<file path="src/rtl/wsil_pkg.sv">
package wsil_pkg;
    // Register addresses on the serial command port.
    localparam logic [4:0] ADDR_POWER_SETTING = 5'h07;
    localparam logic [4:0] ADDR_STATUS = 5'h10;
    // Field positions in power_setting_control.
    localparam int FRONTEND_BIT_POS = 6;
    localparam int RES_SELECT_POS = 5;
    localparam int RES_CODE_MSB = 4;
    // Field positions in wake_and_supply_status.
    localparam int ST_KEY_WAKE_POS = 2;
    localparam int ST_HOST_WAKE_POS = 1;
    localparam int ST_RAM_LOST_POS = 0;
    // Values after reset.
    localparam logic [7:0] POWER_SETTING_RESET = 8'h50;
    localparam logic [4:0] FIXED_RES_CODE = 5'h1F;
    // Debounce length in data clock periods.
    localparam int DEBOUNCE_PERIODS = 8195;
    // Operating modes.
    typedef enum logic [2:0] {
        WSIL_OFF = 3'h1,
        WSIL_WAKING = 3'h2,
        WSIL_ACTIVE = 3'h4
    } wsil_mode_t;
endpackage : wsil_pkg

</file>
<file path="src/rtl/wsil_debounce.sv">
`timescale 1ns/1ps
// Restartable debounce timer: any edge restarts or aborts the count.
module wsil_debounce #(
    parameter int PERIODS = wsil_pkg::DEBOUNCE_PERIODS
) (
    input wire logic clk_i, // Data clock.
    input wire logic resetn_i, // Synchronous reset, active low.
    input wire logic enable_i, // Debounce active (device awake).
    input wire logic pin_i, // Raw key wake level.
    output logic running_o, // Counter running.
    output logic done_o, // One-cycle pulse: level stable.
    output logic level_o // Debounced level.
);
    logic [13:0] count;
    logic pin_last;
    logic edge_seen;

    assign edge_seen = pin_i != pin_last;

    always_ff @(posedge clk_i) begin
        if (!resetn_i) begin
            pin_last <= 1'b1;
        end else begin
            pin_last <= pin_i;
        end
    end

    always_ff @(posedge clk_i) begin
        if (!resetn_i || !enable_i) begin
            running_o <= 1'b0;
            count <= 14'h0000;
            done_o <= 1'b0;
        end else begin
            done_o <= 1'b0;
            if (edge_seen) begin
                // A second edge while counting aborts; otherwise start.
                running_o <= !running_o;
                count <= 14'h0000;
            end else if (running_o) begin
                if (count == 14'(PERIODS - 1)) begin
                    running_o <= 1'b0;
                    done_o <= 1'b1;
                end else begin
                    count <= count + 14'h0001;
                end
            end
        end
    end

    always_ff @(posedge clk_i) begin
        if (!resetn_i) begin
            level_o <= 1'b1;
        end else if (enable_i && running_o && !edge_seen
                && count == 14'(PERIODS - 1)) begin
            level_o <= pin_i;
        end else if (!enable_i) begin
            level_o <= pin_i;
        end
    end
endmodule : wsil_debounce

</file>
<file path="src/rtl/wsil_core.sv">
`timescale 1ns/1ps
// Overview of operation
// - Select zero: fixed resistor in transmit, code in full duplex.
// - Five-bit resistor code, range 0 to 31, resets to 16.
// - Status flags readable at address 16 over the serial port.
// - Status read clears host-wake and RAM-lost flags and the interrupt.
// - Key-wake flag is the inverse of the debounced key pin.
// - While host-wake flag is one in ACTIVE, clock output enable is forced on.
// - A wake from OFF sets the RAM-supply-lost flag once supply and oscillator are ready.
// - Key pin falling in OFF wakes, sets flag, interrupts, enables clock.
// - Key pin high before wake interrupt keeps the device in OFF.
// - From ACTIVE only the off command enters OFF, never the wake pins.
// - In ACTIVE mode key edges start debounce; at 8195 update and interrupt.
// - A further edge before the limit stops debounce without update.
// - While debounce runs, clock output is forced on.
// - Key-wake interrupt cleared by status read or clear command.
// - Host pin rising in OFF wakes, sets flag, interrupts, enables clock.
// - Host pin low before wake interrupt keeps the device in OFF.
// - Active host pin rise sets flag; interrupt only on zero to one.
// - Supply loss sets RAM-lost flag; cleared once good and read.
module wsil_core #(
    parameter int DEBOUNCE_PERIODS = wsil_pkg::DEBOUNCE_PERIODS
) (
    input wire logic clk_i, // Data clock, 20 MHz.
    input wire logic resetn_i, // Synchronous reset, active low.
    input wire logic key_wake_pin_i, // Key wake pin, active low.
    input wire logic host_wake_pin_i, // Host wake pin, active high.
    input wire logic supply_good_i, // Digital supply above threshold.
    input wire logic osc_settled_i, // Crystal oscillator settled.
    input wire logic full_duplex_mode_i, // Full duplex mode active.
    input wire logic reg_wr_i, // Register write pulse.
    input wire logic reg_rd_i, // Register read pulse.
    input wire logic [4:0] reg_addr_i, // Register address.
    input wire logic [7:0] reg_wdata_i, // Write data.
    input wire logic off_cmd_i, // Off command pulse.
    input wire logic clear_irq_cmd_i, // Clear interrupt command pulse.
    input wire logic clk_on_ctrl_i, // Clock-on bit as written by host.
    output logic [7:0] reg_rdata_o, // Read data, valid after read.
    output logic supplies_on_o, // Internal supplies enabled.
    output logic irq_o, // Interrupt, active high.
    output logic clk_out_en_o, // Effective clock output enable.
    output logic [4:0] power_reduction_resistor_o, // Resistor code.
    output logic [7:0] power_setting_o // Power setting register image.
);
    wsil_pkg::wsil_mode_t mode;
    logic [7:0] power_setting_control;
    logic host_wake_flag;
    logic ram_supply_lost_flag;
    logic key_wake_flag;
    logic host_pin_last;
    logic key_pin_last;
    logic woke_by_key;
    logic deb_running;
    logic deb_done;
    logic deb_level;
    logic awake;
    logic wake_ready;
    logic status_read;
    logic host_rise;
    logic key_fall;
    logic wake_irq;

    assign awake = mode == wsil_pkg::WSIL_ACTIVE;
    assign wake_ready = supply_good_i && osc_settled_i;
    assign status_read = reg_rd_i && reg_addr_i == wsil_pkg::ADDR_STATUS;
    assign host_rise = host_wake_pin_i && !host_pin_last;
    assign key_fall = !key_wake_pin_i && key_pin_last;
    assign wake_irq = mode == wsil_pkg::WSIL_WAKING && wake_ready;

    wsil_debounce #(
        .PERIODS(DEBOUNCE_PERIODS)
    ) u_debounce (
        .clk_i(clk_i),
        .resetn_i(resetn_i),
        .enable_i(awake),
        .pin_i(key_wake_pin_i),
        .running_o(deb_running),
        .done_o(deb_done),
        .level_o(deb_level)
    );

    always_ff @(posedge clk_i) begin
        if (!resetn_i) begin
            host_pin_last <= 1'b0;
            key_pin_last <= 1'b1;
        end else begin
            host_pin_last <= host_wake_pin_i;
            key_pin_last <= key_wake_pin_i;
        end
    end

    // Power mode sequence.
    always_ff @(posedge clk_i) begin
        if (!resetn_i) begin
            mode <= wsil_pkg::WSIL_OFF;
            woke_by_key <= 1'b0;
        end else begin
            unique case (mode)
                wsil_pkg::WSIL_OFF: begin
                    if (key_fall) begin
                        mode <= wsil_pkg::WSIL_WAKING;
                        woke_by_key <= 1'b1;
                    end else if (host_rise) begin
                        mode <= wsil_pkg::WSIL_WAKING;
                        woke_by_key <= 1'b0;
                    end
                end
                wsil_pkg::WSIL_WAKING: begin
                    if (woke_by_key ? key_wake_pin_i : !host_wake_pin_i) begin
                        mode <= wsil_pkg::WSIL_OFF;
                    end else if (wake_ready) begin
                        mode <= wsil_pkg::WSIL_ACTIVE;
                    end
                end
                wsil_pkg::WSIL_ACTIVE: begin
                    // Pins never send the device off; the command
                    // needs host pin low and key pin released.
                    if (off_cmd_i && !host_wake_pin_i && key_wake_pin_i) begin
                        mode <= wsil_pkg::WSIL_OFF;
                    end
                end
                default: begin
                    mode <= wsil_pkg::WSIL_OFF;
                end
            endcase
        end
    end

    // Aborted wakes count as still off, so the check precedes the ready.
    always_ff @(posedge clk_i) begin
        if (!resetn_i) begin
            host_wake_flag <= 1'b0;
        end else if (wake_irq && !woke_by_key && host_wake_pin_i) begin
            host_wake_flag <= 1'b1;
        end else if (awake && host_rise) begin
            host_wake_flag <= 1'b1;
        end else if (status_read) begin
            host_wake_flag <= 1'b0;
        end
    end

    always_ff @(posedge clk_i) begin
        if (!resetn_i) begin
            key_wake_flag <= 1'b0;
        end else if (wake_irq && woke_by_key && !key_wake_pin_i) begin
            key_wake_flag <= 1'b1;
        end else if (deb_done) begin
            key_wake_flag <= !deb_level;
        end
    end

    // Supply loss and wake both set; set beats the read clear.
    always_ff @(posedge clk_i) begin
        if (!resetn_i) begin
            ram_supply_lost_flag <= 1'b1;
        end else if (!supply_good_i) begin
            ram_supply_lost_flag <= 1'b1;
        end else if (wake_irq) begin
            ram_supply_lost_flag <= 1'b1;
        end else if (status_read) begin
            ram_supply_lost_flag <= 1'b0;
        end
    end

    // A new event wins over a clear in the same cycle.
    always_ff @(posedge clk_i) begin
        if (!resetn_i) begin
            irq_o <= 1'b0;
        end else if ((wake_irq && (woke_by_key ? !key_wake_pin_i
                : host_wake_pin_i))
                || (awake && host_rise && !host_wake_flag)
                || deb_done) begin
            irq_o <= 1'b1;
        end else if (status_read || clear_irq_cmd_i) begin
            irq_o <= 1'b0;
        end
    end

    always_ff @(posedge clk_i) begin
        if (!resetn_i) begin
            power_setting_control <= wsil_pkg::POWER_SETTING_RESET;
        end else if (reg_wr_i && reg_addr_i == wsil_pkg::ADDR_POWER_SETTING)
                begin
            // Host keeps the frontend bit at one; stored as written.
            power_setting_control <= reg_wdata_i;
        end
    end

    always_ff @(posedge clk_i) begin
        if (!resetn_i) begin
            reg_rdata_o <= 8'h00;
        end else if (reg_rd_i) begin
            unique case (reg_addr_i)
                wsil_pkg::ADDR_POWER_SETTING: begin
                    reg_rdata_o <= power_setting_control;
                end
                wsil_pkg::ADDR_STATUS: begin
                    reg_rdata_o <= 8'h00;
                    reg_rdata_o[wsil_pkg::ST_KEY_WAKE_POS] <= key_wake_flag;
                    reg_rdata_o[wsil_pkg::ST_HOST_WAKE_POS] <= host_wake_flag;
                    reg_rdata_o[wsil_pkg::ST_RAM_LOST_POS] <=
                        ram_supply_lost_flag;
                end
                default: begin
                    reg_rdata_o <= 8'h00;
                end
            endcase
        end
    end

    always_ff @(posedge clk_i) begin
        if (!resetn_i) begin
            supplies_on_o <= 1'b0;
        end else begin
            supplies_on_o <= mode != wsil_pkg::WSIL_OFF
                && !(mode == wsil_pkg::WSIL_ACTIVE && off_cmd_i
                && !host_wake_pin_i && key_wake_pin_i);
        end
    end

    // The host's clock-on bit is overridden while wake work is pending.
    always_ff @(posedge clk_i) begin
        if (!resetn_i) begin
            clk_out_en_o <= 1'b0;
        end else begin
            clk_out_en_o <= awake && (clk_on_ctrl_i
                || host_wake_flag
                || deb_running
                || irq_o);
        end
    end

    // Transmit uses the fixed resistor unless select is set.
    always_ff @(posedge clk_i) begin
        if (!resetn_i) begin
            power_reduction_resistor_o <= wsil_pkg::FIXED_RES_CODE;
        end else if (power_setting_control[wsil_pkg::RES_SELECT_POS]
                || full_duplex_mode_i) begin
            power_reduction_resistor_o <=
                power_setting_control[wsil_pkg::RES_CODE_MSB:0];
        end else begin
            power_reduction_resistor_o <= wsil_pkg::FIXED_RES_CODE;
        end
    end

    always_ff @(posedge clk_i) begin
        if (!resetn_i) begin
            power_setting_o <= wsil_pkg::POWER_SETTING_RESET;
        end else begin
            power_setting_o <= power_setting_control;
        end
    end
endmodule : wsil_core

</file>
<file path="config.mk">
export PLATFORM = sky130hd
export DESIGN_NAME = wsil_core
export DESIGN_NICKNAME = d
export VERILOG_FILES = /design/src/rtl/wsil_pkg.sv /design/src/rtl/wsil_debounce.sv /design/src/rtl/wsil_core.sv
export SDC_FILE = /design/constraint.sdc
export NUM_CORES = 1
export LEC_CHECK = 0
export BUFFER_PORTS_ARGS = -buffer_cell sky130_fd_sc_hd__buf_2
export CORE_MARGIN = 3
export CORE_UTILIZATION = 45
export CTS_CLUSTER_SIZE = 28
export DETAILED_ROUTE_END_ITERATION = 8
export GPL_TIMING_DRIVEN = 1
export MAX_ROUTING_LAYER = met4
export PLACE_DENSITY = 0.67
export SETUP_SLACK_MARGIN = 0.5
export SKIP_CTS_REPAIR_TIMING = 1
export SLEW_MARGIN = 25
export SYNTH_ARGS = -nofsm -noshare
export SYNTH_HDL_FRONTEND = slang
export SYNTH_HIERARCHICAL = 1
export SYNTH_SLANG_ARGS = --single-unit
</file>
<file path="constraint.sdc">
create_clock -name clk_i -period 4.1 [get_ports clk_i]
set_input_delay 0.82 -clock clk_i [delete_from_list [all_inputs] [get_ports clk_i]]
set_output_delay 0.82 -clock clk_i [all_outputs]
set_load 0.01 [all_outputs]
</file>
# Yosys cells after proc, flatten, opt, wreduce, memory -nomap -nowiden
# Index checks and enable logic that the tools add are counted.
[totals]
reg_bits = 58
inputBits = 25
[classes]
muxes = 24
n_reduce_logical = 53
bitwise = 4
eq_ne = 12
addsub = 1
[op_table]
columns = ["op", "n"]
rows = [
  ["$logic_and 1x1->1", 23],
  ["$mux 1", 17],
  ["$pmux 8 s2", 1],
  ["$mux 3", 5],
  ["$add 14x1->14 const B", 1],
  ["$eq 14x14->1 const B", 1],
  ["$logic_not 1->1", 11],
  ["$pmux 3 s3", 1],
  ["$logic_or 1x1->1", 8],
  ["$reduce_and 2->1", 3],
  ["$reduce_bool 2->1", 3],
  ["$reduce_or 3->1", 2],
  ["$eq 5x3->1 const B", 1],
  ["$eq 5x5->1 const B", 1],
  ["$ne 2x1->1 const B", 2],
  ["$not 1->1", 4],
  ["$eq 3x1->1 const B", 1],
  ["$eq 3x2->1 const B", 1],
  ["$eq 3x3->1 const B", 1],
  ["$ne 3x1->1 const B", 1],
  ["$ne 3x2->1 const B", 1],
  ["$ne 3x3->1 const B", 1],
  ["$reduce_and 3->1", 1],
  ["$reduce_bool 3->1", 1],
  ["other kinds (2)", 2],
]

# Logic depth before layout (Yosys ltp)
# Gate-level depths: netlist of run 1.
[depth]
word_depth = 7
depth_mapped = 6
mapped_depth_nobuf = 6

# By module
# The synthesis of run 1 kept the hierarchy.
[modules_own_cells]
columns = ["mod", "instances", "area_each_um2", "cells_per_inst", "seq_area_each_um2"]
rows = [
  ["wsil_core", 1, 1609.0, 162, 820.8],
  ["wsil_debounce", 1, 878.3, 93, 360.3],
]

# Least setup slack after synthesis of run 1
# No wires, ideal clock.
[synth_path]
kind = "input -> register"
startpoint = "input reg_addr_i[0]"
endpoint = "register irq_o"
path_stages = 4
slack_ns = 2.192
arrival_ns = 1.783
setup_ns = 0.125
cell_sequence = "buf_6 > nor4b_4 > a21oi_2 > o41a_1"
[synth_between]
elab_chain_len = 4
[synth_rtl]
columns = ["item", "line", "rtl"]
rows = [
  ["from (decl)", "wsil_core.sv:33", "input wire logic [4:0] reg_addr_i,"],
  ["$eq 5x5->1", "wsil_core.sv:65", "assign status_read = reg_rd_i && reg_addr_i == wsil_pkg::ADDR_STATUS;"],
  ["$logic_and 1x1->1", "wsil_core.sv:65", ""],
  ["$logic_or 1x1->1", "wsil_core.sv:174", "end else if (status_read || clear_irq_cmd_i) begin"],
  ["$reduce_bool 2->1 (no source line)", "n/a", ""],
  ["to (signal assigned)", "wsil_core.sv:168", "irq_o <= 1'b0;"],
  ["to (signal assigned)", "wsil_core.sv:173", "irq_o <= 1'b1;"],
  ["to (signal assigned)", "wsil_core.sv:175", "irq_o <= 1'b0;"],
  ["to (decl)", "wsil_core.sv:40", "output logic irq_o,"],
]
# Every way passes these cells.
# A chain may end at the register's enable or synchronous reset.

# Worst setup path in the final report of run 1
[layout_path]
startpoint = "input resetn_i"
endpoint = "register u_debounce.count[1]"
[layout_between]
elab_chain_len = 3
[layout_rtl]
columns = ["item", "line", "rtl"]
rows = [
  ["from (decl)", "wsil_core.sv:25", "input wire logic resetn_i,"],
  ["$logic_not 1->1", "n/a", ""],
  ["$logic_or 1x1->1", "wsil_debounce.sv:29", "if (!resetn_i || !enable_i) begin"],
  ["$reduce_or 2->1 (no source line)", "n/a", ""],
  ["to (signal assigned)", "wsil_debounce.sv:44", "count <= count + 14'h0001;"],
  ["to (decl)", "wsil_debounce.sv:14", "logic [13:0] count;"],
]
# Every way passes these cells.

==> results of run 1 <==
==> cells in the mapped netlist (3+ instances only) <==
master,count
a21boi_0,7
a21oi_1,7
a31oi_1,4
buf_2,3
clkbuf_1,4
dfxtp_1,59
inv_1,14
mux2i_1,6
nand2_1,24
nand2b_1,10
nand3_1,5
nand4_1,10
nor2_1,18
nor2b_1,3
nor3_1,6
nor3b_1,3
nor4_2,4
o211ai_1,4
or2_2,6
xnor2_1,8
xor2_1,3
==> report_power, final <==
part           leakage, nW  switching (W)  internal [W]   total, W
Clock                0.103       0.000225      0.000340   0.000566
Sequential           0.479     0.00000504      0.000583   0.000588
Combinational        0.611      0.0000336     0.0000285  0.0000622
==> registers in the layout (all words and copies together) (netlist names), 3 cells and up <==
register / count
power_reduction_resistor_o: 5
power_setting_o: 8
power_setting_control: 8
reg_rdata_o: 8
mode: 3
u_debounce/count: 14
==> kinds of logic after synthesis <==
group / share of synthesized area
mux: 0.0241
buf+inv: 0.0518
fa+ha+maj: 0.0101
compound gates: 0.117
simple gates: 0.284
xor+xnor: 0.0387
flops: 0.475
==> cell usage in the layout (no fill, tap or decap), drive strengths merged, types with 2 or more instances in the layout <==
master / n
dfxtp: 59
buf: 50
nand2: 24
nor2: 19
inv: 14
nand4: 12
clkbuf: 11
nand2b: 10
xnor2: 8
a21oi: 8
a21boi: 7
nor3: 6
mux2i: 6
or2: 6
nor4: 6
nand3: 5
a31oi: 4
o211ai: 4
o21ai: 4
nor2b: 3
nor3b: 3
xor2: 3
or3b: 3
nor4b: 3
or2b: 2
and3b: 2
o31ai: 2
o21a: 2
a21o: 2
clkinv: 2
bufinv: 2
or3: 2
ha: 2
and3: 2
==> per-layer routing <==
metal | global-route usage | up-vias | wire length [um]
met5 | - | - | 0
met4 | 0.111 | 0 | 139
met3 | 0.0381 | 12 | 203
met2 | 0.236 | 36 | 2110
met1 | 0.229 | 859 | 2430
li1 | - | 992 | -
==> worst max path at each step <==
| stage | slack (ns) | start | endpoint |
|---|---|---|---|
| 2_1_floorplan | 2.19 | reg_addr_i[0] | irq_o$_SDFFE_PN0P_ |
| 3_3_place_gp | 1.81 | resetn_i | u_debounce/count[1]$_SDFFE_PP0P_ |
| 3_5_place_dp | 1.76 | resetn_i | u_debounce/count[1]$_SDFFE_PP0P_ |
| 4_1_cts | 2.12 | resetn_i | u_debounce/count[1]$_SDFFE_PP0P_ |
| 5_1_grt | 1.89 | resetn_i | u_debounce/count[1]$_SDFFE_PP0P_ |
| 6_report | 2.12 | resetn_i | u_debounce/count[1]$_SDFFE_PP0P_ |
==> final cells by class <==
| class | instances | area share |
|---|---|---|
| clock buffer | 11 | 0.0443 |
| clock inverter | 5 | 0.0262 |
| sequential | 59 | 0.399 |
| inverter | 14 | 0.0177 |
| timing repair buffer | 50 | 0.0861 |
| tap | 70 | 0.0296 |
| multi-input combinational | 171 | 0.397 |
==> critical path, delay by kind of cell <==
family                 cells  cell delay (ns)
AOI/OAI and AO/OA          1             0.32
buffers and inverters      2             0.56
and+or+nand+nor            1             0.50
==> per-stage QoR <==
step / cell area [um^2] / util / cells / setup slack [ns]
after floorplan: 2490 / - / 255 / 2.19
after global placement: 2750 / 0.526 / 364 / 1.81
after detailed placement: 2750 / 0.526 / 364 / 1.76
after CTS: 2960 / 0.566 / 380 / 2.12
after global routing: 2960 / 0.566 / 380 / 1.89
final: 2960 / 0.566 / 380 / 2.12
==> impl_metrics.json, run 1 <==
{
  "status": "complete, no violations",
  "max-cap-violations": 0,
  "avgSynthCellArea_um2": 9.75,
  "grt_antenna_before_repair": 0,
  "ys_ff_latch": 59,
  "ys_seq_area_frac": 0.475,
  "slowest_delay_ns": 0.50,
  "rrSetupSlack_ns": 2.19,
  "synth_edf_count": 0,
  "slowest_stage": "nand3_1",
  "crit_fanout": 27,
  "fillers": 500,
  "finalSetupViolCount": 0,
  "wirelength_um": 4880,
  "fmax_mhz": 505,
  "reg2reg_from": "mode[1]$_SDFFE_PN0P_",
  "ant_nets": 0,
  "holdPathEnd": "power_reduction_resistor_o[0]$_SDFF_PN1_",
  "multi_input_area_um2": 1180,
  "hold_path_depth": 1,
  "port_buffers": 48,
  "crit_type": "in -> reg",
  "ioPinCount": 49,
  "synth_flop_cell": "dfxtp_1",
  "finalCritPeriodShare": 0.483,
  "cts_root_buf": "clkbuf_8",
  "dpl.hpwl_um": 3540,
  "rsz0062_at_grt": "false",
  "drt_first_pass_iters": 4,
  "slew_violations": 0,
  "p_per_area_nw_per_um2": 410,
  "synth_area_um2": 2490,
  "cts_tree": "built",
  "ff_latch_area_um2": 1180,
  "grt_pass1_vias": 1758,
  "row_count": 26,
  "grt_pass1_wl_um": 8240,
  "die_height_um": 80.3,
  "drive_above_1_share": 0.284,
  "irDropWorstVdd_uv": 198,
  "overflow": 0,
  "numCtsBuffers": 9,
  "async_flop_share": 0,
  "grt_max_degree": 28,
  "clock_path_buffers": 2,
  "yosysWarnings": 6,
  "wire_per_inst_um": 12.8,
  "gp_congestion": 0.857,
  "htreeDepth": 3,
  "dieArea_um2": 6460,
  "via_per_inst": 5.00,
  "skew_ns": 0.00610,
  "path_clk_slew_ns": 0.07,
  "die_x_um": 80.3,
  "vias": 1899,
  "ys_types": 57,
  "drc": 0,
  "hp-start": "power_setting_control[0]$_SDFFE_PN0P_",
  "grt_usage": 0.173,
  "r2r_end": "u_debounce/count[1]$_SDFFE_PP0P_",
  "drt-initial-drc-count": 76,
  "worst_hold_path_type": "reg -> reg",
  "cp_cell_sequence": "buf_2 > buf_4 > nand3_1 > a211oi_1",
  "antennaDiodeCount": 0,
  "synthTopCellsByArea": "dfxtp_1, nand2_1, xnor2_1",
  "finalPower_w": 0.00122,
  "area_growth_pct": 19.1,
  "hold_violations": 0,
  "critical_path_arrival_ns": 2.21,
  "cp-start-kind": "input pin",
  "endpoint_kind": "flip-flop",
  "synth_nets": 282,
  "start_util": 0.475,
  "synthCells": 255,
  "reg2reg_depth": 4,
  "clock_latency_ns": 0.33,
  "min_period_ns": 1.98,
  "yosys.area.top_type": "dfxtp_1",
  "p_leak_nw": 1.19,
  "timing.setup.tns_ns": 0,
  "worst_slew_pin_slew_ns": 0.619,
  "whs_ns": 0.440,
  "core_um2": 5240,
  "cp.required_ns": 4.33,
  "nets": 332,
  "clock-sinks": 59,
  "relSlewSlack": 0.586,
  "synth_top_area_share": 0.475
}
Note: power is estimated with default switching activity, not from simulation.
==> inputs of run 2 (changes only) <==
clock period = 1.9 ns   (was 4.1 ns; I/O delays follow)
==> run 2 against run 1 <==
  * Total power is 120% higher
  * Critical endpoint is now u_debounce/count[11]$_SDFFE_PP0P_
  * Hold slack worse by 0.16 ns
  * Utilization is 4.6 points higher
  * Combinational power is 130% higher
  * Critical path depth is 1 lower
  * Routed wire length is 12% higher
  * Flip-flop and latch count stayed put
==> impl_metrics.json, run 2 (synthesized netlist as in run 1, its figures left out) <==
{
  "slowest_stage": "xnor2_1",
  "worst_slew_pin_slew_ns": 0.647,
  "rrSetupSlack_ns": 0.50,
  "critical_path_arrival_ns": 1.67,
  "fillers": 458,
  "row_count": 26,
  "cp.required_ns": 2.17,
  "crit_fanout": 7,
  "drc": 0,
  "dieArea_um2": 6460,
  "setup_slack_ns": 0.496,
  "cpLargestDelayFamily": "XOR/XNOR gates",
  "largest_reg_flops": 14,
  "holdPathEnd": "power_setting_control[5]$_SDFFE_PN0P_",
  "crit_type": "reg -> reg",
  "reg2reg_depth": 3,
  "nets": 342,
  "numCtsBuffers": 9,
  "grt_usage": 0.172,
  "worst_hold_path_type": "in -> reg",
  "hold_path_depth": 3,
  "ant_nets": 0,
  "status": "complete, no violations",
  "dp_slack_ns": 0.311,
  "grt_antenna_before_repair": 0,
  "p_leak_nw": 1.29,
  "grt_max_degree": 19,
  "finalCritPeriodShare": 0.739,
  "drt_first_pass_iters": 4,
  "skew_ns": 0.00818,
  "finalSetupViolCount": 0,
  "hold_violations": 0,
  "slew_violations": 0,
  "overflow": 0,
  "area_growth_pct": 28.8,
  "fmax_mhz": 712,
  "wire_per_inst_um": 14.0,
  "antennaDiodeCount": 0,
  "r2r_end": "u_debounce/count[11]$_SDFFE_PP0P_",
  "min_period_ns": 1.40,
  "grt_pass1_vias": 1837,
  "die_height_um": 80.3,
  "clock_latency_ns": 0.33,
  "dpl.hpwl_um": 3620,
  "ioPinCount": 49,
  "clock_path_buffers": 2,
  "drive_above_1_share": 0.391,
  "final_common_cell": "buf_2",
  "port_buffers": 48,
  "die_x_um": 80.3,
  "timing.setup.tns_ns": 0,
  "relSlewSlack": 0.565,
  "wirelength_um": 5460,
  "p_per_area_nw_per_um2": 841,
  "cp_cell_sequence": "xnor2_1 > nand3_2 > nor2_1",
  "path_clk_slew_ns": 0.07,
  "endpoint_kind": "flip-flop",
  "clock-sinks": 59,
  "gp_congestion": 0.819,
  "final_cell_mix": "buf_2, dfxtp_1, nand2_1",
  "drt-initial-drc-count": 84,
  "rsz0062_at_grt": "true",
  "irDropWorstVdd_uv": 438,
  "grt_pass1_wl_um": 8310,
  "cts_root_buf": "clkbuf_8",
  "slowest_delay_ns": 0.53,
  "cts_tree": "built",
  "largest_register": "u_debounce/count",
  "reg2reg_from": "u_debounce/pin_last$_SDFF_PN1_",
  "max-cap-violations": 0,
  "core_um2": 5240,
  "cp-start-kind": "flip-flop",
  "path_buf_inv": 0,
  "vias": 2053,
  "start_util": 0.475,
  "via_per_inst": 5.26,
  "htreeDepth": 3,
  "hp-start": "reg_wdata_i[5]"
}
-- run 2: cell count changes in the layout (fill, tap and decap cells not counted), sizes merged --
cell    previous run  this run
buf               50        59
clkbuf            11         9
inv               14        16
nand3              5         6
-- run 2: per-layer routing --
metal,routed length [um],global-route usage,up-vias
li1,-,-,1018
met1,2490,0.215,971
met2,2610,0.255,50
met3,219,0.0392,14
met4,135,0.101,0
met5,0,-,-
-- run 2: power breakdown --
group	internal (W)	total (W)	switching, W	leakage, nW
logic	0.0000654	0.000146	0.0000804	0.693
registers	0.00125	0.00127	0.0000114	0.485
clock network	0.000747	0.00128	0.000535	0.110
total	0.00207	0.00269	0.000627	1.29
-- run 2: area by class of cell --
type,count,area [um^2],area share
tap,70,87.6,0.0273
clock buffer,9,124,0.0387
timing repair buffer,59,335,0.105
multi-input combinational,172,1300,0.406
inverter,14,55.1,0.0172
clock inverter,7,98.8,0.0308
sequential,59,1200,0.375
-- run 2: how the worst max path moves through the flow --
stage | startpoint | end | slack (ns) | cells past startpoint
global route | u_debounce/pin_last$_SDFF_PN1_ | u_debounce/count[11]$_SDFFE_PP0P_ | 0.39 | 3
global placement | mode[2]$_SDFFE_PN0P_ | u_debounce/count[1]$_SDFFE_PP0P_ | 0.35 | 4
finish | u_debounce/pin_last$_SDFF_PN1_ | u_debounce/count[11]$_SDFFE_PP0P_ | 0.50 | 3
CTS | mode[2]$_SDFFE_PN0P_ | u_debounce/count[1]$_SDFFE_PP0P_ | 0.29 | 4
floorplan | reg_addr_i[0] | irq_o$_SDFFE_PN0P_ | 0.50 | 4
detailed placement | mode[2]$_SDFFE_PN0P_ | u_debounce/count[1]$_SDFFE_PP0P_ | 0.31 | 4
-- run 2: tightest hold or removal path: cells and delay by family --
kind | cells | cell delay, ns
buffers and inverters | 1 | 0.10
muxes | 1 | 0.05
and+or+nand+nor | 1 | 0.04
-- run 2: per-stage QoR --
stage | utilization | hold slack [ns] | cells | cell area (um^2) | total power (W)
finish | 0.612 | 0.284 | 390 | 3200 | 0.00269
detailed placement | 0.528 | 0.427 | 365 | 2770 | 0.00143
floorplan | - | 0.417 | 255 | 2500 | 0.00138
CTS | 0.571 | 0.272 | 381 | 2990 | 0.00271
global route | 0.612 | 0.269 | 390 | 3200 | 0.00279
global placement | 0.528 | 0.425 | 365 | 2770 | 0.00143
